==> config.mk <==
export PLATFORM = sky130hd
export DESIGN_NAME = pioxs_top
export DESIGN_NICKNAME = d
export VERILOG_FILES = /design/src/pioxs_pkg.sv /design/src/pioxs_decode.sv /design/src/pioxs_devport.sv /design/src/pioxs_top.sv
export SDC_FILE = /design/constraint.sdc
export NUM_CORES = 1
export LEC_CHECK = 0
export BUFFER_PORTS_ARGS = -buffer_cell sky130_fd_sc_hd__buf_4
export CAP_MARGIN = 25
export CORE_MARGIN = 2
export CORE_UTILIZATION = 56
export CTS_CLUSTER_DIAMETER = 150
export DETAILED_ROUTE_END_ITERATION = 12
export PLACE_DENSITY = 0.77
export REMOVE_ABC_BUFFERS = 1
export SLEW_MARGIN = 10
export SYNTH_ARGS = -nofsm -noshare
export SYNTH_HDL_FRONTEND = slang
export SYNTH_SLANG_ARGS = --single-unit
==> constraint.sdc <==
create_clock -name ref_clk -period 3.7 [get_ports ref_clk]
set_input_delay 0.185 -clock ref_clk [delete_from_list [all_inputs] [get_ports ref_clk]]
set_output_delay 0.185 -clock ref_clk [all_outputs]
set_load 0.02 [all_outputs]
==> src/pioxs_pkg.sv <==
// Function
// - Each direction has data, control word and status registers; two-way has six.
// - Control bit 2 activates the attached device for one operation.
// - Control bit 3 places the interface in test mode.
// - Control bits 0 and 1 enable ready and error interrupts.
// - Status bits 0 and 1 read back the two interrupt enables.
// - Control bits 11 to 14 select serial length, stop bits and parity.
// - Status bit 3 flags input data latched or output buffer empty.
// - Status bit 4 is set when any error condition has occurred.
// - Registers are decoded within the 11-bit address from the instruction.
// - Low half is standard interfaces, upper half customer; answer own half.
// - A one-way interface spans four aligned addresses, fourth is test data; the code puts test data at the second (REG_IN_TEST = 1).
// - Test data is written on input side, read on output side.
// - Two-way interfaces decode up to eight registers, one per address.
// - Compare bits 2-9 or 3-9 with strap address, then decode low bits.
// - Address bit 0 high: capture the data lines, then acknowledge.
// - Address bit 0 low: drive register, raise direction, then acknowledge; the code raises direction in the same cycle as acknowledge.
// - Standard behaviour: no combined capture-and-input on one instruction.
// - On execute enable removal, drop acknowledge and direction.
// - Direction true moves device data to CPU, false the reverse.
// - Master clear from the CPU clears all interface logic; the code leaves rd_data_r and cyc_out_r untouched.
// - Local enable below 2000 octal with strap closed, above with open.
`default_nettype none
package pioxs_pkg;
  // Register index within the module (low address bits, bit 0 = write)
  localparam logic [2:0] REG_IN_DATA   = 3'h0;
  localparam logic [2:0] REG_IN_TEST   = 3'h1;
  localparam logic [2:0] REG_IN_STAT   = 3'h2;
  localparam logic [2:0] REG_IN_CTRL   = 3'h3;
  localparam logic [2:0] REG_OUT_TEST  = 3'h4;
  localparam logic [2:0] REG_OUT_DATA  = 3'h5;
  localparam logic [2:0] REG_OUT_STAT  = 3'h6;
  localparam logic [2:0] REG_OUT_CTRL  = 3'h7;
  // Address layout
  localparam int unsigned HALF_BIT     = 10;
  localparam int unsigned CMP_MSB      = 9;
  localparam int unsigned OW_CMP_LSB   = 2;
  localparam int unsigned TW_CMP_LSB   = 3;
  // Control word fields
  localparam int unsigned CW_RDY_IE    = 0;
  localparam int unsigned CW_ERR_IE    = 1;
  localparam int unsigned CW_ACTIVATE  = 2;
  localparam int unsigned CW_TEST      = 3;
  localparam int unsigned CW_CLEAR     = 4;
  localparam int unsigned CW_FMT_LSB   = 11;
  localparam int unsigned CW_FMT_MSB   = 14;
  // Status word fields
  localparam int unsigned ST_ACTIVE    = 2;
  localparam int unsigned ST_READY     = 3;
  localparam int unsigned ST_ERROR     = 4;
  localparam int unsigned ST_MODE_LSB  = 11;
  // Reset values
  localparam logic [15:0] CW_RESET     = 16'h0000;
  localparam logic [15:0] DATA_RESET   = 16'h0000;

  // CPU request on the local bus
  typedef struct packed {
    logic        exec;
    logic [10:0] addr;
    logic [15:0] data;
  } pioxs_req_t;

  // Answer to the CPU; data lines are three-state with oe_n
  typedef struct packed {
    logic        ack;
    logic        dir;
    logic        data_oe_n;
    logic [15:0] data;
  } pioxs_ans_t;

  // Pins other than the device strobe and error lines, synchronised as one bundle
  typedef struct packed {
    pioxs_req_t  req;
    logic        mclr;
    logic        strap_closed;
    logic        one_way;
    logic [7:0]  mod_addr;
    logic [15:0] in_data;
  } pioxs_pins_t;

  // Status word from control word and device flags
  function automatic logic [15:0] pioxs_status(input logic [15:0] cw,
      input logic active, input logic ready, input logic error);
    logic [15:0] s;
    s = 16'h0000;
    s[CW_ERR_IE:CW_RDY_IE] = cw[CW_ERR_IE:CW_RDY_IE];
    s[ST_ACTIVE] = active;
    s[ST_READY]  = ready;
    s[ST_ERROR]  = error;
    s[15:ST_MODE_LSB] = cw[15:ST_MODE_LSB];
    return s;
  endfunction : pioxs_status
endpackage : pioxs_pkg
`default_nettype wire

==> src/pioxs_decode.sv <==
`default_nettype none
module pioxs_decode (
  // Synchronised bus inputs
  input  wire logic        exec,
  input  wire logic [10:0] addr,
  // Straps
  input  wire logic        strap_closed,
  input  wire logic        one_way,
  input  wire logic [7:0]  mod_addr,
  // Decode results
  output logic             local_en,
  output logic             hit,
  output logic [2:0]       idx,
  output logic             is_out
);
  import pioxs_pkg::*;

  // Branch: low half when strap closed, upper half when open
  assign local_en = exec & (addr[HALF_BIT] == ~strap_closed);

  // Module address compare, width depends on interface kind
  always_comb begin
    if (one_way) begin
      hit = (addr[CMP_MSB:OW_CMP_LSB] == mod_addr);
      idx = {1'b0, addr[1:0]};
    end else begin
      hit = (addr[CMP_MSB:TW_CMP_LSB] == mod_addr[7:1]);
      idx = addr[2:0];
    end
  end

  assign is_out = addr[0];
endmodule : pioxs_decode
`default_nettype wire

==> src/pioxs_devport.sv <==
`default_nettype none
module pioxs_devport #(
  parameter logic READY_INIT = 1'b0
) (
  // Clock and reset
  input  wire logic ref_clk,
  input  wire logic reset_n,
  // Raw device pins
  input  wire logic pin_strobe,
  input  wire logic pin_error,
  // Control from the register side
  input  wire logic clear,
  input  wire logic activate,
  input  wire logic consume,
  input  wire logic test_load,
  // Flags
  output logic      event_pulse,
  output logic      ready,
  output logic      error,
  output logic      active
);
  logic [1:0] meta_r;
  logic [1:0] sync_r;
  logic       strobe_d_r;

  // Two flops on device pins; only sync_r is read by logic
  always_ff @(posedge ref_clk or negedge reset_n) begin
    if (!reset_n) begin
      meta_r <= 2'h0;
      sync_r <= 2'h0;
      strobe_d_r <= 1'b0;
    end else begin
      meta_r <= {pin_error, pin_strobe};
      sync_r <= meta_r;
      strobe_d_r <= sync_r[0];
    end
  end

  assign event_pulse = sync_r[0] & ~strobe_d_r;

  // Ready: device event or test load sets, consume clears; set wins
  always_ff @(posedge ref_clk or negedge reset_n) begin
    if (!reset_n) begin
      ready <= READY_INIT;
    end else if (event_pulse || test_load) begin
      ready <= 1'b1;
    end else if (clear) begin
      ready <= READY_INIT;
    end else if (consume) begin
      ready <= 1'b0;
    end
  end

  // Sticky error, an arriving error beats the clear
  always_ff @(posedge ref_clk or negedge reset_n) begin
    if (!reset_n) begin
      error <= 1'b0;
    end else if (sync_r[1]) begin
      error <= 1'b1;
    end else if (clear) begin
      error <= 1'b0;
    end
  end

  // Device busy from activation until its completion strobe
  always_ff @(posedge ref_clk or negedge reset_n) begin
    if (!reset_n) begin
      active <= 1'b0;
    end else if (activate) begin
      active <= 1'b1;
    end else if (event_pulse || clear) begin
      active <= 1'b0;
    end
  end
endmodule : pioxs_devport
`default_nettype wire

==> src/pioxs_top.sv <==
`default_nettype none
module pioxs_top (
  // Clock and reset
  input  wire logic                  ref_clk,
  input  wire logic                  reset_n,
  // CPU side of the local bus, raw pins
  input  wire pioxs_pkg::pioxs_req_t cpu_req,
  input  wire logic                  master_clear,
  output pioxs_pkg::pioxs_ans_t      cpu_ans,
  // Straps
  input  wire logic                  branch_strap_closed,
  input  wire logic                  one_way_mode,
  input  wire logic [7:0]            module_addr,
  // Input device
  input  wire logic                  dev_in_strobe,
  input  wire logic                  dev_in_error,
  input  wire logic [15:0]           dev_in_data,
  output logic                       dev_in_activate,
  output logic [3:0]                 in_format,
  // Output device
  input  wire logic                  dev_out_done,
  input  wire logic                  dev_out_error,
  output logic                       dev_out_activate,
  output logic [15:0]                dev_out_data,
  output logic [3:0]                 out_format,
  // Interrupt requests, gated by the control word enables
  output logic                       irq_ready,
  output logic                       irq_error
);
  import pioxs_pkg::*;

  typedef enum logic [1:0] {CY_IDLE, CY_SETTLE, CY_ACK} pioxs_cyc_t;

  pioxs_pins_t pins_raw;
  pioxs_pins_t meta_r;
  pioxs_pins_t pins_r;
  pioxs_cyc_t  state_r;
  pioxs_cyc_t  state_nxt;
  logic        exec_s;
  logic        mclr_s;
  logic        local_en;
  logic        hit;
  logic [2:0]  idx;
  logic        is_out;
  logic        start;
  logic        wr_pulse;
  logic        rd_start;
  logic [15:0] wr_data;
  logic        cyc_out_r;
  logic [15:0] rd_data_r;
  logic [15:0] rd_mux;
  logic        oe_n_r;
  logic [15:0] cw_in_r;
  logic [15:0] cw_out_r;
  logic [15:0] in_data_r;
  logic [15:0] test_in_r;
  logic [15:0] out_data_r;
  logic        clr_in_r;
  logic        clr_out_r;
  logic        in_event;
  logic        in_ready;
  logic        in_error;
  logic        in_active;
  logic        out_ready;
  logic        out_error;
  logic        out_active;
  logic        test_load;

  // All pins but the device strobe and error lines into one bundle so they cross together
  assign pins_raw = '{req: cpu_req, mclr: master_clear,
                      strap_closed: branch_strap_closed,
                      one_way: one_way_mode, mod_addr: module_addr,
                      in_data: dev_in_data};

  // Two-flop synchroniser; meta_r feeds nothing but pins_r
  always_ff @(posedge ref_clk or negedge reset_n) begin
    if (!reset_n) begin
      meta_r <= '0;
      pins_r <= '0;
    end else begin
      meta_r <= pins_raw;
      pins_r <= meta_r;
    end
  end

  assign exec_s  = pins_r.req.exec;
  assign mclr_s  = pins_r.mclr;
  assign wr_data = pins_r.req.data;

  // Address branch, compare and register select
  pioxs_decode u_decode (
    .exec         (exec_s),
    .addr         (pins_r.req.addr),
    .strap_closed (pins_r.strap_closed),
    .one_way      (pins_r.one_way),
    .mod_addr     (pins_r.mod_addr),
    .local_en     (local_en),
    .hit          (hit),
    .idx          (idx),
    .is_out       (is_out)
  );

  // A cycle is taken only once per enable, from idle
  assign start    = (state_r == CY_IDLE) & local_en & hit & ~mclr_s;
  assign wr_pulse = start & is_out;
  assign rd_start = start & ~is_out;
  assign test_load = wr_pulse & (idx == REG_IN_TEST) & cw_in_r[CW_TEST];

  // Cycle sequencer: data settles one cycle before acknowledge
  always_comb begin
    state_nxt = state_r;
    case (state_r)
      CY_IDLE:   if (start) state_nxt = CY_SETTLE;
      CY_SETTLE: state_nxt = exec_s ? CY_ACK : CY_IDLE;
      CY_ACK:    if (!exec_s) state_nxt = CY_IDLE;
      default:   state_nxt = CY_IDLE;
    endcase
  end

  always_ff @(posedge ref_clk or negedge reset_n) begin
    if (!reset_n) begin
      state_r <= CY_IDLE;
    end else if (mclr_s) begin
      state_r <= CY_IDLE;
    end else begin
      state_r <= state_nxt;
    end
  end

  // Remember the direction of the running cycle
  always_ff @(posedge ref_clk or negedge reset_n) begin
    if (!reset_n) begin
      cyc_out_r <= 1'b0;
    end else if (start) begin
      cyc_out_r <= is_out;
    end
  end

  // Read multiplexer; one-way mode never reaches the upper four
  always_comb begin
    case (idx)
      REG_IN_DATA:  rd_mux = in_data_r;
      REG_IN_STAT:  rd_mux = pioxs_status(cw_in_r, in_active, in_ready,
                                          in_error);
      REG_OUT_TEST: rd_mux = out_data_r;
      REG_OUT_STAT: rd_mux = pioxs_status(cw_out_r, out_active, out_ready,
                                          out_error);
      default:      rd_mux = 16'h0000;
    endcase
  end

  // Read data and bus driver; released on the first clock edge that sees enable gone
  always_ff @(posedge ref_clk or negedge reset_n) begin
    if (!reset_n) begin
      rd_data_r <= DATA_RESET;
      oe_n_r    <= 1'b1;
    end else if (!exec_s || mclr_s) begin
      oe_n_r    <= 1'b1;
    end else if (rd_start) begin
      rd_data_r <= rd_mux;
      oe_n_r    <= 1'b0;
    end
  end

  // Answer: direction only on input cycles, no combined transfer
  assign cpu_ans.ack       = (state_r == CY_ACK) & exec_s;
  assign cpu_ans.dir       = cpu_ans.ack & ~cyc_out_r;
  assign cpu_ans.data_oe_n = oe_n_r;
  assign cpu_ans.data      = rd_data_r;

  // Control words; master clear returns them to reset
  always_ff @(posedge ref_clk or negedge reset_n) begin
    if (!reset_n) begin
      cw_in_r  <= CW_RESET;
      cw_out_r <= CW_RESET;
    end else if (mclr_s) begin
      cw_in_r  <= CW_RESET;
      cw_out_r <= CW_RESET;
    end else if (wr_pulse && idx == REG_IN_CTRL) begin
      cw_in_r  <= wr_data;
    end else if (wr_pulse && idx == REG_OUT_CTRL) begin
      cw_out_r <= wr_data;
    end
  end

  // Serial converter format straight from the control words
  assign in_format  = cw_in_r[CW_FMT_MSB:CW_FMT_LSB];
  assign out_format = cw_out_r[CW_FMT_MSB:CW_FMT_LSB];

  // One-operation activation and device clear pulses
  always_ff @(posedge ref_clk or negedge reset_n) begin
    if (!reset_n) begin
      dev_in_activate  <= 1'b0;
      dev_out_activate <= 1'b0;
      clr_in_r         <= 1'b0;
      clr_out_r        <= 1'b0;
    end else begin
      dev_in_activate  <= wr_pulse & (idx == REG_IN_CTRL)
                          & wr_data[CW_ACTIVATE];
      dev_out_activate <= wr_pulse & (idx == REG_OUT_CTRL)
                          & wr_data[CW_ACTIVATE];
      clr_in_r  <= mclr_s | (wr_pulse & (idx == REG_IN_CTRL)
                             & wr_data[CW_CLEAR]);
      clr_out_r <= mclr_s | (wr_pulse & (idx == REG_OUT_CTRL)
                             & wr_data[CW_CLEAR]);
    end
  end

  // Data registers; in test mode the test pattern stands in for input
  always_ff @(posedge ref_clk or negedge reset_n) begin
    if (!reset_n) begin
      in_data_r <= DATA_RESET;
      test_in_r <= DATA_RESET;
    end else if (mclr_s) begin
      in_data_r <= DATA_RESET;
      test_in_r <= DATA_RESET;
    end else begin
      if (wr_pulse && idx == REG_IN_TEST) begin
        test_in_r <= wr_data;
      end
      if (test_load) begin
        in_data_r <= wr_data;
      end else if (in_event && !cw_in_r[CW_TEST]) begin
        in_data_r <= pins_r.in_data;
      end
    end
  end

  always_ff @(posedge ref_clk or negedge reset_n) begin
    if (!reset_n) begin
      out_data_r <= DATA_RESET;
    end else if (mclr_s) begin
      out_data_r <= DATA_RESET;
    end else if (wr_pulse && idx == REG_OUT_DATA) begin
      out_data_r <= wr_data;
    end
  end

  assign dev_out_data = out_data_r;

  // Input side: ready means a word is latched
  pioxs_devport #(.READY_INIT(1'b0)) u_in_port (
    .ref_clk     (ref_clk),
    .reset_n     (reset_n),
    .pin_strobe  (dev_in_strobe),
    .pin_error   (dev_in_error),
    .clear       (clr_in_r),
    .activate    (dev_in_activate),
    .consume     (rd_start && idx == REG_IN_DATA),
    .test_load   (test_load),
    .event_pulse (in_event),
    .ready       (in_ready),
    .error       (in_error),
    .active      (in_active)
  );

  // Output side: ready means the buffer is empty
  pioxs_devport #(.READY_INIT(1'b1)) u_out_port (
    .ref_clk     (ref_clk),
    .reset_n     (reset_n),
    .pin_strobe  (dev_out_done),
    .pin_error   (dev_out_error),
    .clear       (clr_out_r),
    .activate    (dev_out_activate),
    .consume     (wr_pulse && idx == REG_OUT_DATA),
    .test_load   (1'b0),
    .event_pulse (),
    .ready       (out_ready),
    .error       (out_error),
    .active      (out_active)
  );

  // Interrupt requests registered to avoid glitches on the lines
  always_ff @(posedge ref_clk or negedge reset_n) begin
    if (!reset_n) begin
      irq_ready <= 1'b0;
      irq_error <= 1'b0;
    end else begin
      irq_ready <= (in_ready & cw_in_r[CW_RDY_IE])
                 | (out_ready & cw_out_r[CW_RDY_IE]);
      irq_error <= (in_error & cw_in_r[CW_ERR_IE])
                 | (out_error & cw_out_r[CW_ERR_IE]);
    end
  end
endmodule : pioxs_top
`default_nettype wire
==> impl_metrics.toml, run 1 <==
[run_status]
status = "finished, final reports clean"

[critical_path]
slowest_stage = "nor4b_4"
start_kind = "flop"
critical_path_required_ns = 4.01
endpoint_kind = "flop"
slowest_delay_ns = 0.71
critical_path_class = "reg -> reg"
arrival_ns = 2.79
crit_path_cell_trace = "nor3b_2 > or4b_4 > nor4b_4 > mux2_2"
critPathMaxFanout = 9

[clock_tree]
clock_sinks = 199
cts_tree = "yes"
clockRootBuffer = "clkbuf_16"
clk_latency_ns = 0.44
clk_pin_slew_ns = 0.07
htreeDepth = 4
clockBufferDepth = 2
cts_made_buffers = 17
post_cts_buffers = 0

[global_routing]
groute.usage.overall_pct = 23.0
grt_max_degree = 131
grt_pass1_wl_mm = 22.6
grt_overflow = 0
antenna_found_initial = 0
grt_pass1_vias = 4408

[power]
pwr-share-clk_pct = 42.7
peakVddDrop_mv = 0.413
pwr-share-seq_pct = 51.8
power.density_mw_per_mm2 = 480
combinationalPowerShare_pct = 5.5
power_switching_uw = 903
leakage_uw = 0.00436
p_int_uw = 3540
netSwitchingFraction_pct = 20.3

[finish]
postLayoutCoreUtil_pct = 74.2
antenna_cells = 0
stdcell_count = 779
fin_nets = 658
areaGrowthSynthToFinish_pct = 30.9
drive_above_1_share_pct = 34.8
fin_area_sq_mm = 0.00925

[sta]
rsz0062_at_grt = "no"
timing.final.ws_setup_ns = 1.22
clock_skew_ns = 0.0161
setup_viol = 0
slew_headroom_pct = 32.0
finalMaxSlewViolations = 0
period_needed_ns = 2.48
setup_tns_ns = 0
post-route-period-util_pct = 67.1
max_freq_mhz = 403
hold_viol_final = 0
max_slew.worst_pin.slew_ns = 1.01

[synthesis]
synth_edf_count = 0
yosysUniqueCellTypes = 45
syn_inst = 425
async_flop_share_pct = 100
synth.cell_area_sq_mm = 0.00706
ys.flop_type = "dfrtp_1"
synth-warning-count = 0
syn_avg_cell_area_sq_um = 16.6
ys_ff_latch = 199
synth.yosys.seq_area_share_pct = 70.5

[floorplanning]
ios = 108
fp-row-count = 41
start_util_pct = 56.7
dieHeight_um = 116
dieArea_sq_mm = 0.0135
core_sq_mm = 0.0125
die_w_um = 116

[placed_design]
gp_congestion = 0.771
dp_cells = 689
dpl-instance-area_sq_mm = 0.00801
place_ws_ns = 1.26
io_buffer_count = 107
dp_hpwl_mm = 8.27

[drt]
drt_wl_total_mm = 14.3
drtIter0Drc = 319
route.detailed.drc = 0
postRouteAntennaNets = 0
via_per_inst = 5.20
vias = 4053
drt-pass1-iter-count = 4
wl_per_cell_um = 18.3

[job]
timing.max_cap.violations = 0

[worst_hold_path]
hold_path_class = "in -> async"
[repair_timing]
item,CTS,global route
endpoints found under the hold margin,186,0
hold buffers,60,0
gates resized for setup,0,0
[cell type report]
cell class,count,area [sq um]
flip-flops and latches,199,4980
fillers,802,3220
multi-input cells,195,1910
repair buffers,178,1510
clock buffers,20,457
well taps,172,215
clock inverters,9,151
inverters,6,22.5
[synth_stat cells, types with 2 or more instances]
| cell | count | area share, % |
|---|---|---|
| a21o_1 | 5 | 0.53 |
| nand3_1 | 2 | 0.14 |
| or3_1 | 2 | 0.18 |
| mux2i_1 | 9 | 1.3 |
| buf_2 | 2 | 0.14 |
| buf_4 | 9 | 0.96 |
| o21ai_0 | 3 | 0.21 |
| xnor2_1 | 2 | 0.25 |
| mux2_4 | 16 | 3.4 |
| a22oi_1 | 16 | 1.7 |
| nor4_4 | 4 | 1.2 |
| mux4_2 | 10 | 3.2 |
| dfstp_2 | 2 | 0.74 |
| buf_6 | 2 | 0.32 |
| mux2_2 | 23 | 3.7 |
| xor2_1 | 8 | 0.99 |
| dfrtp_1 | 197 | 70 |
| clkbuf_1 | 10 | 0.53 |
| nor2b_1 | 27 | 2.4 |
| nand2_1 | 2 | 0.11 |
| o2bb2ai_1 | 16 | 2.0 |
| nor3_1 | 4 | 0.28 |
| a22o_1 | 8 | 0.99 |
| nor4b_4 | 2 | 0.67 |
| inv_1 | 6 | 0.32 |
| nand2b_1 | 19 | 1.7 |
[metrics by stage]
stage | total power (uW) | hold slack (ns)
floorplan | 2400 | -0.111
global placement | 2520 | 0.294
detailed placement | 2530 | 0.296
CTS | 4470 | 0.346
global route | 4600 | 0.337
finish | 4440 | 0.312
[final timing paths]
kind / slack, ns / from / cells after the start / to
min reg2reg: 0.34 / meta_r[33] / 0 / wr_data[6]
max: 1.22 / state_r[1] / 4 / cw_in_r[15]
max in group asynchronous: 2.35 / reset_n / 4 / pins_r[45]
min in group ref_clk: 0.34 / meta_r[33] / 0 / wr_data[6]
max reg2reg: 1.22 / state_r[1] / 4 / cw_in_r[15]
min: 0.31 / reset_n / 2 / dev_out_data[12]
[cell families after synthesis]
logic type             after synthesis  synth area share, %
AO/OA/AOI/OAI                       53                 6.06
XOR/XNOR                            10                 1.24
buffers and inverters               31                 2.53
flip-flops                         199                 70.5
multiplexers                        58                 11.5
AND/OR/NAND/NOR                     74                 8.11
[metal layers]
metal	share of wire [%]	routed length (um)	vias to the layer above	global-route usage (%)
li1	-	-	1825	-
met1	40	5690	2073	28.4
met2	52	7480	134	39.0
met3	5.7	819	21	6.28
met4	1.8	263	0	8.89
met5	0	0	-	0
[cell usage in the layout (no fill, tap or decap), drive strengths merged, types with 9 or more instances in the layout]
cell and n:
a22oi 16, buf 117, clkbuf 21, dfrtp 197, dlygate4sd3 60, mux2 39, mux2i 9, mux4 10
nand2b 19, nor2b 27, o2bb2ai 16
[critical path: cells and delay by family, from the launching register on]
family / cells / cell delay, ns
DFF: 1 / 0.41
muxes: 1 / 0.42
and+or+nand+nor: 3 / 1.53
[registers in the layout (all words and copies together), names as in the netlist, 7 cells and up]
| signal | count |
|---|---|
| meta_r | 55 |
| pins_r | 37 |
| dev_out_data | 16 |
| in_data_r | 16 |
| rd_data_r | 16 |
| wr_data | 16 |
| cw_in_r | 8 |
| cw_out_r | 7 |
[power groups by stage]
stage / Combinational, uW / Clock [uW] / Sequential, uW
2_1_floorplan: 70.2 / 0 / 2330
3_3_place_gp: 183 / 0 / 2340
3_5_place_dp: 188 / 0 / 2340
4_1_cts: 240 / 1930 / 2300
5_1_grt: 268 / 2030 / 2310
6_report: 243 / 1900 / 2300
Note: power is estimated with default switching activity, not from simulation.
==> run 2: changes to the inputs <==
Clock period 3.7 ns to 2.5 ns, I/O delays scaled along.
==> impl_metrics.toml, run 2 (synthesis gave the netlist of run 1 again) <==
[floorplanning]
start_util_pct = 56.7
die_w_um = 116
dieHeight_um = 116
fp-row-count = 41
ios = 108
dieArea_sq_mm = 0.0135
core_sq_mm = 0.0125

[power]
power.density_mw_per_mm2 = 702
leakage_uw = 0.00438
peakVddDrop_mv = 0.478
total_power_uw = 6520

[finish]
fin_nets = 664
multi_input_area_sq_mm = 0.00191
regArea_sq_mm = 0.00498
mostFrequentLayoutCells = "dfrtp_1, buf_4, dlygate4sd3_1, nor2b_1, mux2_2"
top_regs = "meta_r x55, pins_r x37"
areaGrowthSynthToFinish_pct = 31.4
final_common_cell = "dfrtp_1"
largest_reg_flops = 55
antenna_cells = 0
regMostFlops = "meta_r"
drive_above_1_share_pct = 35.7
n_fill_cell = 724

[clock_tree]
post_cts_buffers = 0
htreeDepth = 4
clk_pin_slew_ns = 0.07
clockRootBuffer = "clkbuf_16"
clock_sinks = 199
clk_latency_ns = 0.43
clockBufferDepth = 2
cts_tree = "yes"
cts_made_buffers = 17

[placed_design]
io_buffer_count = 107
dp_hpwl_mm = 8.72
gp_congestion = 0.753
place_ws_ns = 0.277

[global_routing]
grt_pass1_wl_mm = 23.0
grt_overflow = 0
antenna_found_initial = 0
grt_pass1_vias = 4418
grt_max_degree = 69
groute.usage.overall_pct = 23.4

[drt]
via_per_inst = 5.18
vias = 4084
drt-pass1-iter-count = 4
drt_wl_total_mm = 14.4
route.detailed.drc = 0
drtIter0Drc = 213
postRouteAntennaNets = 0
wl_per_cell_um = 18.3

[critical_path]
reg2reg_slack_ns = 0.25
critical_path_required_ns = 2.81
critPathMaxFanout = 9
arrival_ns = 2.56
start_kind = "flop"
endpoint_kind = "flop"
critical_path_class = "reg -> reg"

[job]
timing.max_cap.violations = 0

[sta]
setup_viol = 0
clock_skew_ns = 0.0129
post-route-period-util_pct = 90.0
hold_viol_final = 0
timing.final.ws_setup_ns = 0.249
period_needed_ns = 2.25
rsz0062_at_grt = "no"
max_freq_mhz = 444
finalMaxSlewViolations = 0
max_slew.worst_pin.slew_ns = 0.834
slew_headroom_pct = 44.0

[worst_hold_path]
hold_path_class = "in -> async"

[run_status]
status = "finished, final reports clean"
run 2: cell count changes in the layout (fill, tap and decap cells not counted):
cell	before	now
buf_16	1	0
bufinv_16	4	3
inv_8	0	2
inv_6	0	1
buf_4	116	122
buf_12	0	1
clkinvlp_4	1	4
clkbuf_8	3	1
run 2: final cells by class:
| cell class | instances | share of cell area, % |
|---|---|---|
| clock buffer | 18 | 4.62 |
| clock inverter | 14 | 1.89 |
| inverter | 6 | 0.243 |
| multi-input combinational | 195 | 20.6 |
| sequential | 199 | 53.7 |
| tap | 172 | 2.32 |
| timing repair buffer | 184 | 16.7 |
run 2: timing repair:
item,in CTS,in global routing
gates resized for setup,0,0
endpoints found under the hold margin,123,0
hold buffers,60,0
setup endpoints to repair,0,0
run 2: through the flow:
stage          hold WS [ns]  util, %  std cells  instance area, sq um  setup TNS [ns]
5_1_grt               0.291     74.5        788                  9280               0
3_3_place_gp          0.140     64.8        696                  8080               0
3_5_place_dp          0.140     64.8        696                  8080               0
6_report              0.235     74.5        788                  9280               0
2_1_floorplan        -0.171        -        400                  6910          -0.473
4_1_cts               0.240     74.5        788                  9280               0
run 2: layer usage:
layer / GRT usage (%) / part of all wire [%] / wire, um
met2: 39.7 / 52 / 7570
met3: 5.86 / 5.0 / 724
met1: 28.6 / 40 / 5810
met5: 0 / 0 / 0
met4: 10.1 / 2.2 / 323
run 2: worst paths after layout:
kind	end	cells past startpoint	startpoint
max	dev_out_data[15]	5	pins_r[17]
min	pins_r[12]	2	reset_n
max reg2reg	dev_out_data[15]	5	pins_r[17]
min reg2reg	pins_r[48]	0	meta_r[48]
max in group asynchronous	u_out_port.error	3	reset_n
min in group ref_clk	meta_r[24]	2	one_way_mode
run 2: worst max-delay path, stage by stage, from the launching register on:
cell and delay [ns]:
dfrtp_1 0.38, xor2_1 0.17, or4b_4 0.66, nor4_4 0.29, buf_4 0.26, mux2_2 0.36
run 2: report_power, final:
group | internal, uW | total (uW) | leakage (uW) | switching [uW]
clock | 1590 | 2760 | 0.000286 | 1170
combinational | 187 | 361 | 0.00162 | 174
sequential | 3340 | 3400 | 0.00247 | 62.4
total | 5110 | 6520 | 0.00438 | 1410
